==> config.mk <==
export PLATFORM = sky130hd
export DESIGN_NAME = encoder_input_setup
export DESIGN_NICKNAME = d
export VERILOG_FILES = /design/src/rtl/quad_decoder.v /design/src/rtl/encoder_input_setup.v
export VERILOG_INCLUDE_DIRS = /design/src /design/src/rtl
export SDC_FILE = /design/constraint.sdc
export NUM_CORES = 1
export LEC_CHECK = 0
export BUFFER_PORTS_ARGS = -buffer_cell sky130_fd_sc_hd__buf_2
export CAP_MARGIN = 10
export CORE_MARGIN = 2
export CORE_UTILIZATION = 50
export DETAILED_ROUTE_END_ITERATION = 10
export PLACE_DENSITY = 0.81
export REMOVE_ABC_BUFFERS = 1
export SYNTH_ARGS = -nofsm -noshare
export SYNTH_HDL_FRONTEND = slang
export SYNTH_SLANG_ARGS = --single-unit
==> constraint.sdc <==
create_clock -name sys_clk -period 4.1 [get_ports sys_clk]
set_input_delay 0.41 -clock sys_clk [delete_from_list [all_inputs] [get_ports sys_clk]]
set_output_delay 0.41 -clock sys_clk [all_outputs]
set_load 0.01 [all_outputs]
==> src/rtl/encoder_input_defines.vh <==
`ifndef ENCODER_INPUT_DEFINES_VH
`define ENCODER_INPUT_DEFINES_VH

// ----------------------------------------------------------------
// register byte addresses
// ----------------------------------------------------------------
`define ADDR_DIRECTION 8'h00
`define ADDR_LINE_COUNT 8'h04
`define ADDR_ASSIGN 8'h08
`define ADDR_ORIENT 8'h0c
`define ADDR_MOTOR2 8'h10
`define ADDR_LOSS_EN 8'h14
`define ADDR_INFUNC 8'h18
`define ADDR_STATUS 8'h1c
`define ADDR_IRQ_STAT 8'h20
`define ADDR_IRQ_MASK 8'h24
`define ADDR_POSITION 8'h28

// ----------------------------------------------------------------
// reset values and codes
// ----------------------------------------------------------------
`define DIR_RESET 7'h01
`define DIR_CW_LOW 7'h00
`define DIR_CCW_LOW 7'h01
`define DIR_CW_HIGH 7'h64
`define DIR_CCW_HIGH 7'h65
`define LINES_RESET 13'h0400
`define LINES_MAX 13'h1000
`define ASSIGN_RESET 1'b0
`define ORIENT_MACHINE_LO 5'h0a
`define ORIENT_MACHINE_HI 5'h0c
`define MOTOR2_NONE 14'h270f
`define INFUNC_MOTOR_SET 8'h03
`define FREQ_LIMIT_HZ 16'h0078

// ----------------------------------------------------------------
// status and interrupt bits
// ----------------------------------------------------------------
`define ST_MACHINE_END 0
`define ST_SECOND_MOTOR 1
`define ST_THIS_CARD 2
`define ST_FREQ_WARN 3
`define ST_LOSS 4
`define IRQ_INDEX 0
`define IRQ_LOSS 1
`define IRQ_WARN 2

// ----------------------------------------------------------------
// timing
// ----------------------------------------------------------------
`define CLK_HZ 25000000
`define LOSS_TIME_MS 10
`define LOSS_CYCLES (`CLK_HZ / 1000 * `LOSS_TIME_MS)

`endif

==> src/rtl/quad_decoder.v <==
`timescale 1ns/1ps
`include "encoder_input_defines.vh"

module quad_decoder (
	input wire sys_clk,
	input wire sys_rst,
	input wire phase_a,
	input wire phase_b,
	input wire phase_z,
	input wire invert,
	output reg [31:0] position_reg,
	output reg index_pulse_reg,
	output reg step_pulse_reg
);
	reg a_q_reg;
	reg b_q_reg;
	reg z_q_reg;
	reg fwd;
	reg moved;

	// ----------------------------------------------------------------
	// x4 decode: each edge on either channel is one count
	// ----------------------------------------------------------------
	always @* begin
		moved = (phase_a ^ a_q_reg) ^ (phase_b ^ b_q_reg);
		fwd = phase_a ^ b_q_reg;
	end

	always @(posedge sys_clk) begin
		if (sys_rst) begin
			// track the pins through reset so a high level at release is not an edge
			a_q_reg <= phase_a;
			b_q_reg <= phase_b;
			z_q_reg <= phase_z;
			position_reg <= 32'h0000_0000;
			index_pulse_reg <= 1'b0;
			step_pulse_reg <= 1'b0;
		end else begin
			a_q_reg <= phase_a;
			b_q_reg <= phase_b;
			z_q_reg <= phase_z;
			index_pulse_reg <= phase_z & ~z_q_reg;
			step_pulse_reg <= moved;
			// a double edge in one cycle is illegal quadrature and is dropped
			if (moved) begin
				if (fwd ^ invert) begin
					position_reg <= position_reg + 32'h0000_0001;
				end else begin
					position_reg <= position_reg - 32'h0000_0001;
				end
			end
		end
	end
endmodule // quad_decoder

==> src/rtl/encoder_input_setup.v <==
// The register offsets and register access over AHB-Lite were chosen for this implementation.
`timescale 1ns/1ps
`include "encoder_input_defines.vh"

module encoder_input_setup #(
	parameter LOSS_CYCLES = `LOSS_CYCLES
) (
	input wire sys_clk,
	input wire sys_rst,
	input wire haddr_sel,
	input wire [31:0] haddr,
	input wire [1:0] htrans,
	input wire hwrite,
	input wire [2:0] hsize,
	input wire [31:0] hwdata,
	input wire hready,
	output reg [31:0] hrdata,
	output reg hreadyout,
	output reg hresp,
	input wire phase_a,
	input wire phase_b,
	input wire phase_z,
	input wire terminal_in,
	input wire [15:0] output_freq_hz,
	output reg [31:0] orient_position,
	output reg [31:0] feedback_position,
	output reg [31:0] vector_position,
	output reg this_card_active,
	output reg second_motor_active,
	output reg machine_end_orient,
	output reg freq_warning,
	output reg encoder_loss_fault,
	output reg irq
);
	// ----------------------------------------------------------------
	// settings
	// ----------------------------------------------------------------
	reg [6:0] encoder_direction_setting_reg;
	reg [12:0] encoder_line_count_setting_reg;
	reg option_slot_assignment_reg;
	reg [4:0] orientation_mode_select_reg;
	reg [13:0] second_motor_type_setting_reg;
	reg signal_loss_detect_enable_reg;
	reg [7:0] input_function_select_first_reg;
	reg [2:0] irq_stat_reg;
	reg [2:0] irq_mask_reg;

	// ----------------------------------------------------------------
	// bus state
	// ----------------------------------------------------------------
	reg wr_pend_reg;
	reg [7:0] wr_addr_reg;
	reg [31:0] rd_data_next;
	reg [2:0] irq_stat_next;
	reg we_direction;
	reg we_line_count;
	reg we_assign;
	reg we_orient;
	reg we_motor2;
	reg we_loss_en;
	reg we_infunc;
	reg we_irq_mask;
	reg dir_legal;
	reg lines_legal;

	// ----------------------------------------------------------------
	// decode and loss watch
	// ----------------------------------------------------------------
	wire [31:0] position;
	wire index_pulse;
	wire step_pulse;
	reg [31:0] loss_cnt_reg;
	reg loss_reg;
	reg invert;
	reg high_variant;
	reg motor_set_select_input;
	reg second_sel;
	reg machine_end;
	reg warn;
	reg loss_event;
	wire addr_phase;
	wire [7:0] a8;

	assign addr_phase = haddr_sel & htrans[1] & hready;
	assign a8 = haddr[7:0];

	// ----------------------------------------------------------------
	// setting interpretation
	// ----------------------------------------------------------------
	always @* begin
		// odd codes are counterclockwise forward; the decoder counts clockwise as up
		invert = encoder_direction_setting_reg[0];
		high_variant = (encoder_direction_setting_reg == `DIR_CW_HIGH) ||
			(encoder_direction_setting_reg == `DIR_CCW_HIGH);
		warn = ~high_variant && (output_freq_hz > `FREQ_LIMIT_HZ);
		motor_set_select_input = terminal_in &&
			(input_function_select_first_reg == `INFUNC_MOTOR_SET);
		second_sel = motor_set_select_input &&
			(second_motor_type_setting_reg != `MOTOR2_NONE);
		machine_end = option_slot_assignment_reg &&
			(orientation_mode_select_reg >= `ORIENT_MACHINE_LO) &&
			(orientation_mode_select_reg <= `ORIENT_MACHINE_HI);
		// loss watch only runs while a line count is set; lines stay local to this card
		loss_event = signal_loss_detect_enable_reg && (encoder_line_count_setting_reg != 13'h0000) &&
			(loss_cnt_reg == LOSS_CYCLES - 1) && ~loss_reg;
	end

	quad_decoder u_decoder (
		.sys_clk(sys_clk),
		.sys_rst(sys_rst),
		.phase_a(phase_a),
		.phase_b(phase_b),
		.phase_z(phase_z),
		.invert(invert),
		.position_reg(position),
		.index_pulse_reg(index_pulse),
		.step_pulse_reg(step_pulse)
	);

	// ----------------------------------------------------------------
	// bus read mux
	// ----------------------------------------------------------------
	always @* begin
		case (a8)
		`ADDR_DIRECTION: rd_data_next = {25'h0, encoder_direction_setting_reg};
		`ADDR_LINE_COUNT: rd_data_next = {19'h0, encoder_line_count_setting_reg};
		`ADDR_ASSIGN: rd_data_next = {31'h0, option_slot_assignment_reg};
		`ADDR_ORIENT: rd_data_next = {27'h0, orientation_mode_select_reg};
		`ADDR_MOTOR2: rd_data_next = {18'h0, second_motor_type_setting_reg};
		`ADDR_LOSS_EN: rd_data_next = {31'h0, signal_loss_detect_enable_reg};
		`ADDR_INFUNC: rd_data_next = {24'h0, input_function_select_first_reg};
		`ADDR_STATUS: rd_data_next = {27'h0, loss_reg, warn, ~(option_slot_assignment_reg ^ second_sel),
			second_sel, machine_end};
		`ADDR_IRQ_STAT: rd_data_next = {29'h0, irq_stat_reg};
		`ADDR_IRQ_MASK: rd_data_next = {29'h0, irq_mask_reg};
		`ADDR_POSITION: rd_data_next = position;
		default: rd_data_next = 32'h0000_0000;
		endcase
	end

	// ----------------------------------------------------------------
	// interrupt status: set wins over write-one clear
	// ----------------------------------------------------------------
	always @* begin
		irq_stat_next = irq_stat_reg;
		if (wr_pend_reg && wr_addr_reg == `ADDR_IRQ_STAT) begin
			irq_stat_next = irq_stat_next & ~hwdata[2:0];
		end
		if (index_pulse) begin
			irq_stat_next[`IRQ_INDEX] = 1'b1;
		end
		if (loss_event) begin
			irq_stat_next[`IRQ_LOSS] = 1'b1;
		end
		if (warn && ~freq_warning) begin
			irq_stat_next[`IRQ_WARN] = 1'b1;
		end
	end

	// ----------------------------------------------------------------
	// write strobes, valid in the data phase
	// ----------------------------------------------------------------
	always @* begin
		we_direction = wr_pend_reg && (wr_addr_reg == `ADDR_DIRECTION);
		we_line_count = wr_pend_reg && (wr_addr_reg == `ADDR_LINE_COUNT);
		we_assign = wr_pend_reg && (wr_addr_reg == `ADDR_ASSIGN);
		we_orient = wr_pend_reg && (wr_addr_reg == `ADDR_ORIENT);
		we_motor2 = wr_pend_reg && (wr_addr_reg == `ADDR_MOTOR2);
		we_loss_en = wr_pend_reg && (wr_addr_reg == `ADDR_LOSS_EN);
		we_infunc = wr_pend_reg && (wr_addr_reg == `ADDR_INFUNC);
		we_irq_mask = wr_pend_reg && (wr_addr_reg == `ADDR_IRQ_MASK);
		// only the four legal direction codes are taken; anything else keeps the old sense
		dir_legal = (hwdata[6:0] == `DIR_CW_LOW) || (hwdata[6:0] == `DIR_CCW_LOW) ||
			(hwdata[6:0] == `DIR_CW_HIGH) || (hwdata[6:0] == `DIR_CCW_HIGH);
		lines_legal = (hwdata[31:13] == 19'h0) && (hwdata[12:0] <= `LINES_MAX);
	end

	// ----------------------------------------------------------------
	// settings: each holds its value until a legal write
	// ----------------------------------------------------------------
	// a refused value is dropped without a response; software reads back to see it
	always @(posedge sys_clk) begin
		if (sys_rst) begin
			encoder_direction_setting_reg <= `DIR_RESET;
		end else if (we_direction && dir_legal) begin
			encoder_direction_setting_reg <= hwdata[6:0];
		end
	end

	always @(posedge sys_clk) begin
		if (sys_rst) begin
			encoder_line_count_setting_reg <= `LINES_RESET;
		end else if (we_line_count && lines_legal) begin
			encoder_line_count_setting_reg <= hwdata[12:0];
		end
	end

	always @(posedge sys_clk) begin
		if (sys_rst) begin
			option_slot_assignment_reg <= `ASSIGN_RESET;
		end else if (we_assign) begin
			option_slot_assignment_reg <= hwdata[0];
		end
	end

	always @(posedge sys_clk) begin
		if (sys_rst) begin
			orientation_mode_select_reg <= 5'h00;
		end else if (we_orient) begin
			orientation_mode_select_reg <= hwdata[4:0];
		end
	end

	always @(posedge sys_clk) begin
		if (sys_rst) begin
			second_motor_type_setting_reg <= `MOTOR2_NONE;
		end else if (we_motor2) begin
			second_motor_type_setting_reg <= hwdata[13:0];
		end
	end

	always @(posedge sys_clk) begin
		if (sys_rst) begin
			signal_loss_detect_enable_reg <= 1'b0;
		end else if (we_loss_en) begin
			signal_loss_detect_enable_reg <= hwdata[0];
		end
	end

	// the terminal is only a motor-set select while its function code says so
	always @(posedge sys_clk) begin
		if (sys_rst) begin
			input_function_select_first_reg <= 8'h00;
		end else if (we_infunc) begin
			input_function_select_first_reg <= hwdata[7:0];
		end
	end

	always @(posedge sys_clk) begin
		if (sys_rst) begin
			irq_mask_reg <= 3'h0;
		end else if (we_irq_mask) begin
			irq_mask_reg <= hwdata[2:0];
		end
	end

	// ----------------------------------------------------------------
	// bus slave: no wait states, read data loaded in the address phase
	// ----------------------------------------------------------------
	// a position read returns the same count the position outputs carry in the data phase
	always @(posedge sys_clk) begin
		if (sys_rst) begin
			wr_pend_reg <= 1'b0;
			wr_addr_reg <= 8'h00;
			hrdata <= 32'h0000_0000;
			hreadyout <= 1'b1;
			hresp <= 1'b0;
		end else begin
			hreadyout <= 1'b1;
			hresp <= 1'b0;
			wr_pend_reg <= addr_phase & hwrite;
			if (addr_phase) begin
				wr_addr_reg <= a8;
				if (~hwrite) begin
					hrdata <= rd_data_next;
				end
			end
		end
	end

	// ----------------------------------------------------------------
	// interrupt status and loss timer
	// ----------------------------------------------------------------
	always @(posedge sys_clk) begin
		if (sys_rst) begin
			irq_stat_reg <= 3'h0;
			loss_cnt_reg <= 32'h0000_0000;
			loss_reg <= 1'b0;
		end else begin
			irq_stat_reg <= irq_stat_next;
			// loss: no quadrature edge for the timeout while enabled
			// the timer saturates so a stalled shaft raises one event, not a train of them
			if (step_pulse || ~signal_loss_detect_enable_reg) begin
				loss_cnt_reg <= 32'h0000_0000;
				loss_reg <= 1'b0;
			end else if (loss_cnt_reg != LOSS_CYCLES - 1) begin
				loss_cnt_reg <= loss_cnt_reg + 32'h0000_0001;
			end else if (loss_event) begin
				loss_reg <= 1'b1;
			end
		end
	end

	// ----------------------------------------------------------------
	// outputs, all straight from flops
	// ----------------------------------------------------------------
	always @(posedge sys_clk) begin
		if (sys_rst) begin
			irq <= 1'b0;
			orient_position <= 32'h0000_0000;
			feedback_position <= 32'h0000_0000;
			vector_position <= 32'h0000_0000;
			this_card_active <= 1'b1;
			second_motor_active <= 1'b0;
			machine_end_orient <= 1'b0;
			freq_warning <= 1'b0;
			encoder_loss_fault <= 1'b0;
		end else begin
			irq <= |(irq_stat_next & irq_mask_reg);
			// one shared count feeds all three consumers; separate flops ease routing to each
			orient_position <= position;
			feedback_position <= position;
			vector_position <= position;
			second_motor_active <= second_sel;
			// card serves first motor at 0, second at 1; machine end makes it the machine-end card
			this_card_active <= machine_end | (option_slot_assignment_reg ^ second_sel) ^ 1'b1;
			machine_end_orient <= machine_end;
			freq_warning <= warn;
			encoder_loss_fault <= loss_reg;
		end
	end
endmodule // encoder_input_setup

After elaboration in Yosys (flattened, before gate mapping):

Cells that the tools add are included.

* $lt $le $gt $ge: 4
* mux-type cells: 6
* bitwise operators: 22
* $add $sub $neg: 3
* equal/unequal tests: 27
* reduce and logical (&&, ||, !) cells: 35

Operators with widths (count)
* case mux 32 bit (11 select lines): 1
* adder 32 x 1 -> 32 bit, second input constant: 2
* equality test 8 x 5 -> 1 bit, second input constant: 7
* equality test 8 x 6 -> 1 bit, second input constant: 5
* equality test 32 x 18 -> 1 bit, second input constant: 1
* equality test 8 x 4 -> 1 bit, second input constant: 4
* two-way mux 32 bit: 1
* inequality test 32 x 18 -> 1 bit, second input constant: 1
* subtractor 32 x 1 -> 32 bit, second input constant: 1
* equality test 7 bit, second input constant: 4
* logical AND 1 bit: 21
* zero test 19 bit: 1
* equality test 8 x 3 -> 1 bit, second input constant: 2
* > comparator 16 x 7 -> 1 bit, second input constant: 1
* zero test 8 bit: 2
* inequality test 14 bit, second input constant: 1
* less-or-equal comparator 13 bit, second input constant: 1
* nonzero test 13 bit: 1
* equality test 8 x 2 -> 1 bit, second input constant: 1
* NOT 1 bit: 8
* equality test 7 x 1 -> 1 bit, second input constant: 1
* zero test 7 bit: 1
* AND 3 bit: 2
* XOR 1 bit: 6
* other kinds (11): 21

* input bits: 94
* output and inout bits: 136
* register bits: 204
* logic and storage cells: 124

Depth between registers and ports, before layout:

Gate-level depths: netlist of the first run.

* word-level depth: 8
* mapped depth: 12
* gate-level depth less buffers: 9

Modules after synthesis:

From an unflattened synthesis of the first run, not the netlist that was laid out.

* cell total of the unflattened synthesis: 1245
* area total of the unflattened synthesis: 10369.9 um2

Modules (own cells, without submodules)
* encoder_input_setup: cells an instance 856, area an instance 7507.2 um2, seq. area each 3343.2 um2, times used 1
* quad_decoder: cells an instance 389, area an instance 2862.7 um2, seq. area each 740.7 um2, times used 1

Worst setup path after synthesis of the first run:

Ideal clock, no wire load.

* kind: register to register
* start: register encoder_direction_setting_reg[0]
* end: register u_decoder.position_reg[22]
* arrival time: 3.218 ns
* clock period less this slack: 3.340 ns
* buffers on the path: 3
* path slack: 0.760 ns
* cell stages (with the launch flop): 13
* library setup time: 0.121 ns
* data required time: 3.979 ns
* path through: dfxtp_1 > xor3_2 > buf_4 > buf_2 > buf_2 > xnor2_1 > ha_1 > nor4_4 > a31oi_1 > o21ai_0 > nand2_1 > o41ai_1 > mux2_4

* longest elaborated chain between the ends: 2

RTL lines
* start: declaration: line encoder_input_setup.v:38 `reg [6:0] encoder_direction_setting_reg;`
* start signal: assignment: line encoder_input_setup.v:184 `` encoder_direction_setting_reg <= `DIR_RESET; ``
* start signal: assignment: line encoder_input_setup.v:186 `encoder_direction_setting_reg <= hwdata[6:0];`
* XOR 1 bit: line quad_decoder.v:46 `if (fwd ^ invert) begin`
* two-way mux 32 bit: line quad_decoder.v:46
* end signal: assignment: line quad_decoder.v:47 `position_reg <= position_reg + 32'h0000_0001;`
* end signal: assignment: line quad_decoder.v:49 `position_reg <= position_reg - 32'h0000_0001;`
* end: declaration: line quad_decoder.v:11 `output reg [31:0] position_reg,`

Every way passes these cells.
A chain may end at the register's enable or synchronous reset.

Final worst setup path of the first run:

Ends and elaborated chain as after synthesis.

==> out/summary.txt, run 1 <==
DP Cell Count = 1500
initial antenna violation count = 0
Post-synth EDFFs = 0
Clk pin slew, worst setup/hold paths = 60 ps
worst setup path startpoint = encoder_direction_setting_reg[0]
largest family of logic cells by synthesized area = simple AND/OR/NAND/NOR gates
static leakage = 4.74 nW
Final setup viols = 0
worst endpoint data arrival time = 3670 ps
GR Overflow Total = 0
core area = 19500 sq um
R2R Path Start = encoder_direction_setting_reg[0]
global-route wire length before repair = 40700 um
number of diodes = 0
Final nets = 1355
Initial Utilization = 0.510
share of cells above drive strength 1 = 0.210
input/output buffers = 199
clock skew after layout = 14.0 ps
Max-cap violations = 0
Crit path required time = 4490 ps
CTS tree = built
CP top delay family = compound AO/OA/AOI/OAI gates
slowest CP cell = o41ai_1
FMAX = 305 MHz
most common cell in the synthesized netlist = dfxtp_1
Synth top cells by count = 204 x dfxtp_1, 161 x nor2_1, 86 x nand2_1, 68 x buf_4, 59 x mux2i_1
Synth Cell Area = 9920 sq um
final setup TNS = 0 ps
Synth Area in Simple Gates = 0.267
RSZ-0062 raised after global routing = false
Final ANT Viol Nets = 0
yosys warns = 0
synth unique cells = 71
full die area = 21000 sq um
final wirelength = 25400 um
outcome = finished clean
Final Slew Violations = 0
CTS Hold Bufs = 0
die height = 145 um
Max FO, Critical Path = 8
post-synthesis mux area share = 0.0678
hold slack = 8.49 ps
largest net degree at the start of global routing = 53
synthesized flop and latch total = 204
Levels on crit path = 9
clk buf depth = 3
Crit path buffers/inverters = 0
Seq/Total Area, Yosys = 0.412
compound-cell area share of the yosys netlist = 0.111
xor/xnor share of the synthesized area = 0.0552
Tot GR Track Use = 0.239
Post-Place Setup Slack = 878 ps
synthesized instance count = 1160
CP endpoint kind = flop
Vias/cell = 5.71
row cnt = 51
period utilisation layout = 0.800
R2R setup slack = 820 ps
measured slew at the worst slew-check pin = 1100 ps
DP HPWL = 18400 um
vias = 8783
clock latency on the worst-skew pair = 510 ps
clock sinks = 204
clock root buffer = clkbuf_16
critical setup path kind = reg -> reg
Synth async-reset ratio = 0
Worst path max stage delay = 510 ps
post-synth top area share = 0.412
post-synthesis area per instance = 8.55 sq um
critical path startpoint category = flop
critical path, cell by cell = xor3_2 -> xnor2_1 -> ha_1 -> nor4_4 -> a31oi_1 -> o21ai_0 -> nand2_1 -> o41ai_1 -> mux2_4
R2R Path End = u_decoder.position_reg[22]
Non-Filler Instances = 1539
cell taking the most area after synthesis = dfxtp_1
IO Pins = 230
Max-slew headroom = 0.263
htree depth = 1
Die X = 145 um
Residual DRC = 0
Hold Crit Class = in -> reg
Synth Area in Adders = 0.00252
buffers inserted by post-CTS timing repair = 0
Peak VDD IR = 0.280 mV
ys flop type = dfxtp_1
WL/cell = 16.5 um
total CTS buffers = 22
initial DRC count = 736
Placer Congestion = 0.938
vias in the first global route = 8160
Tmin final = 3280 ps
crit path capture = u_decoder.position_reg[22]
main area contributors after synthesis = dfxtp_1 41%, nor2_1 6.1%, mux2i_1 6.0%
reg2reg path depth = 9
TritonRoute pass-1 iters = 5
Post-CTS Resized = 0
Pwr Density = 531 nW/um^2
Hold Vio Cnt, Final = 0
min setup slack post-route = 818 ps
Layout area overhead = 14.0%
-- cell families (layout without fill, tap and decap cells) --
family,count (synthesis),after routing
XOR/XNOR,59,59
multiplexers,66,66
adder cells (fa/ha/maj),2,2
flip-flops,204,204
AO/OA/AOI/OAI,163,163
buffers and inverters,149,263
other,2,2
AND/OR/NAND/NOR,515,515
-- worst register-to-register path, stage by stage (launching register included) --
cell,delay (ps)
dfxtp_1,400
xor3_2,490
xnor2_1,150
ha_1,280
nor4_4,400
a31oi_1,170
o21ai_0,350
nand2_1,90
o41ai_1,510
mux2_4,340
-- metal layers --
metal  vias up  GRT usage  part of all wire
met5         -          0                 0
met3        59     0.0306             0.086
met2       404      0.381              0.46
li1       4236          -                 -
met4         0     0.0858             0.028
met1      4084      0.332              0.43
-- where the power goes --
group	internal (mW)	switching [mW]
Sequential	2.15	0.343
Clock	1.24	0.798
Combinational	0.630	0.841
-- final cells by class --
class | instances | area [sq um]
clock buffers | 32 | 659
clock inverters | 7 | 93.8
fillers | 1707 | 8150
inverters | 15 | 56.3
multi-input cells | 807 | 5010
flip-flops and latches | 204 | 4080
well taps | 265 | 332
repair buffers | 209 | 1070
-- layout by cell type (no fill, tap or decap), types with 4 or more instances in the layout --
master and n:
a31oi_1 4, and2_1 8, a21oi_1 55, nand3_1 38, nor2_1 160, nor4b_1 8, xnor2_1 23, nand4_1 31
o211ai_1 9, or3_1 9, clkbuf_16 23, clkbuf_8 5, and4_1 5, nor4_1 29, o21ai_0 24, nand2b_1 6
nand2_1 86, nand3b_1 5, mux2_2 6, nor3b_1 4, buf_2 198, a22oi_1 17, nor3_1 35, inv_1 14
nor2b_1 31, mux2i_1 59, or4_1 18, and3_1 23, dfxtp_1 204, clkbuf_1 4, xor2_1 34, a22o_1 24
buf_4 11
-- through the flow --
stage                     area [sq um]  power [mW]   util
after floorplan                   9150        3.42      -
after global placement           10600        3.94  0.542
after detailed placement         10600        3.97  0.542
after CTS                        11300        6.00  0.581
after global routing             11300        6.31  0.581
final                            11300        6.01  0.581
-- worst min-delay path by stage --
stage | cells past startpoint | slack, ps | from | end
2_1_floorplan | 1 | 370 | u_decoder.z_q_reg | u_decoder.index_pulse_reg
3_3_place_gp | 1 | 380 | u_decoder.z_q_reg | u_decoder.index_pulse_reg
3_5_place_dp | 1 | 390 | u_decoder.z_q_reg | u_decoder.index_pulse_reg
4_1_cts | 1 | 2 | phase_z | u_decoder.z_q_reg
5_1_grt | 1 | 10 | phase_z | u_decoder.z_q_reg
6_report | 1 | 8 | phase_z | u_decoder.z_q_reg
Note: power is estimated with default switching activity, not from simulation.
==> inputs of run 2 (changes only) <==
--- a/config.mk
+++ b/config.mk
@@ -9,9 +9,9 @@
 export BUFFER_PORTS_ARGS = -buffer_cell sky130_fd_sc_hd__buf_2
 export CAP_MARGIN = 10
 export CORE_MARGIN = 2
-export CORE_UTILIZATION = 50
+export CORE_UTILIZATION = 49
 export DETAILED_ROUTE_END_ITERATION = 10
-export PLACE_DENSITY = 0.81
+export PLACE_DENSITY = 0.83
 export REMOVE_ABC_BUFFERS = 1
 export SYNTH_ARGS = -nofsm -noshare
 export SYNTH_HDL_FRONTEND = slang
==> constraint.sdc (replaced) <==
create_clock -name sys_clk -period 2.9 [get_ports sys_clk]
set_input_delay 0.29 -clock sys_clk [delete_from_list [all_inputs] [get_ports sys_clk]]
set_output_delay 0.29 -clock sys_clk [all_outputs]
set_load 0.01 [all_outputs]
==> run 2 against run 1 <==
  * Total power rose by 46%
  * Hold slack improved by 28 ps
  * Non-clock buffer count grew 29
  * Utilization is 0.11 points lower
  * Global-route usage down 0.73 points
  * Die area grew 2.0%
  * Final area grew 2.8%
  * Count of clock-buffer cells in the layout shrank 2
  * Sequential share of layout area decreased by 0.98 points
==> out/summary.txt, run 2 (synthesis results as in run 1) <==
htree depth = 1
row cnt = 52
hold slack = 36.7 ps
initial antenna violation count = 0
Final nets = 1384
period utilisation layout = 0.962
TritonRoute pass-1 iters = 5
Placer Congestion = 0.910
switching part of the total = 0.327
number of diodes = 0
Die X = 146 um
CTS tree = built
Post-Place Setup Slack = 0.852 ps
Max-cap violations = 0
Pwr Density = 755 nW/um^2
min setup slack post-route = 109 ps
measured slew at the worst slew-check pin = 711 ps
IO Pins = 230
reg2reg path depth = 9
Final Slew Violations = 0
largest net degree at the start of global routing = 53
Initial Utilization = 0.495
clock sinks = 204
Peak VDD IR = 0.395 mV
total CTS buffers = 22
most frequent cells in the layout = 204 x dfxtp_1, 198 x buf_2, 161 x nor2_1, 86 x nand2_1, 59 x mux2i_1
worst endpoint data arrival time = 3160 ps
final setup TNS = 0 ps
Layout area overhead = 17.1%
WL/cell = 16.3 um
full die area = 21400 sq um
Hold Vio Cnt, Final = 0
worst hold path depth = 3
part of the power in registers = 0.391
Max FO, Critical Path = 4
clk buf depth = 3
core area = 20000 sq um
global-route wire length before repair = 41100 um
NetSw = 2.87 mW
Final ANT Viol Nets = 0
outcome = finished clean
Tmin final = 2790 ps
clock root buffer = clkbuf_16
input/output buffers = 199
clock skew after layout = 9.94 ps
vias = 8832
Hold Crit Class = in -> reg
critical path startpoint category = input port
GR Overflow Total = 0
Comb power frac = 0.267
die height = 146 um
RSZ-0062 raised after global routing = true
most common cell after layout, fill and taps aside = dfxtp_1
Tot GR Track Use = 0.231
Clock power frac = 0.342
Vias/cell = 5.61
Max-slew headroom = 0.522
Residual DRC = 0
final wirelength = 25700 um
critical setup path kind = in -> reg
CP endpoint kind = flop
Final setup viols = 0
static leakage = 4.92 nW
DP HPWL = 18900 um
initial DRC count = 894
FMAX = 358 MHz
share of cells above drive strength 1 = 0.230
Clk pin slew, worst setup/hold paths = 60 ps
Crit path required time = 3270 ps
clock latency on the worst-skew pair = 510 ps
cell-internal power = 5.91 mW
vias in the first global route = 8054
[run 2: cell types whose count changed in the layout (fill, tap and decap cells not counted), moves of 2 or more]
cell / previous run / this run
buf_4: 11 / 37
clkinv_2: 2 / 4
clkbuf_1: 4 / 1
dlygate4sd3_1: 0 / 3
o21ai_1: 2 / 4
o21ai_0: 24 / 22
[run 2: timing repair]
action	CTS	global route
gates resized for setup	1	6
hold buffers	3	0
pin swaps	0	2
hold endpoints to repair	3	0
setup buffers	0	0
endpoints found under the setup margin	1	6
[run 2: final cells by class]
cell class	instances	area [sq um]
multi-input cells	807	5050
repair buffers	238	1300
clock buffers	30	662
inverters	15	56.3
well taps	270	338
clock inverters	10	134
fillers	1805	8420
flip-flops and latches	204	4080
[run 2: path summary, 6_finish.rpt]
check	from	endpoint	slack, ps
worst min register to register	u_decoder.z_q_reg	u_decoder.index_pulse_reg	400
worst max register to register	u_decoder.b_q_reg	u_decoder.position_reg[26]	110
worst max-delay path	phase_a	u_decoder.position_reg[26]	110
worst min-delay path	hwdata[8]	second_motor_type_setting_reg[8]	40
[run 2: per-stage QoR]
stage | instances | cell area [sq um] | util | total power [mW]
6_report | 1574 | 11600 | 0.580 | 8.78
4_1_cts | 1574 | 11600 | 0.578 | 8.75
5_1_grt | 1574 | 11600 | 0.580 | 9.21
2_1_floorplan | 1026 | 9150 | - | 4.83
3_3_place_gp | 1531 | 10800 | 0.537 | 5.71
3_5_place_dp | 1531 | 10800 | 0.537 | 5.74
[run 2: per-layer routing]
metal | global-route usage | part of all wire
met5 | 0 | 0
met3 | 0.0303 | 0.077
met1 | 0.319 | 0.44
met2 | 0.386 | 0.47
met4 | 0.0592 | 0.021
[run 2: power groups by stage]
stage               logic (mW)  registers [mW]  clock network [mW]
floorplan                 1.29            3.54                   0
finish                    2.35            3.43                3.00
CTS                       2.29            3.41                3.05
detailed placement        2.28            3.47                   0
global placement          2.25            3.46                   0
global route              2.55            3.47                3.19
[run 2: critical path, cell delays in order]
cell	delay, ps
dlygate4sd3_1	560
buf_2	160
xor3_2	270
xnor2_1	170
ha_1	200
nand4_1	250
or4_4	530
or2_4	260
a211oi_2	210
o21ai_1	90
nor3b_2	160
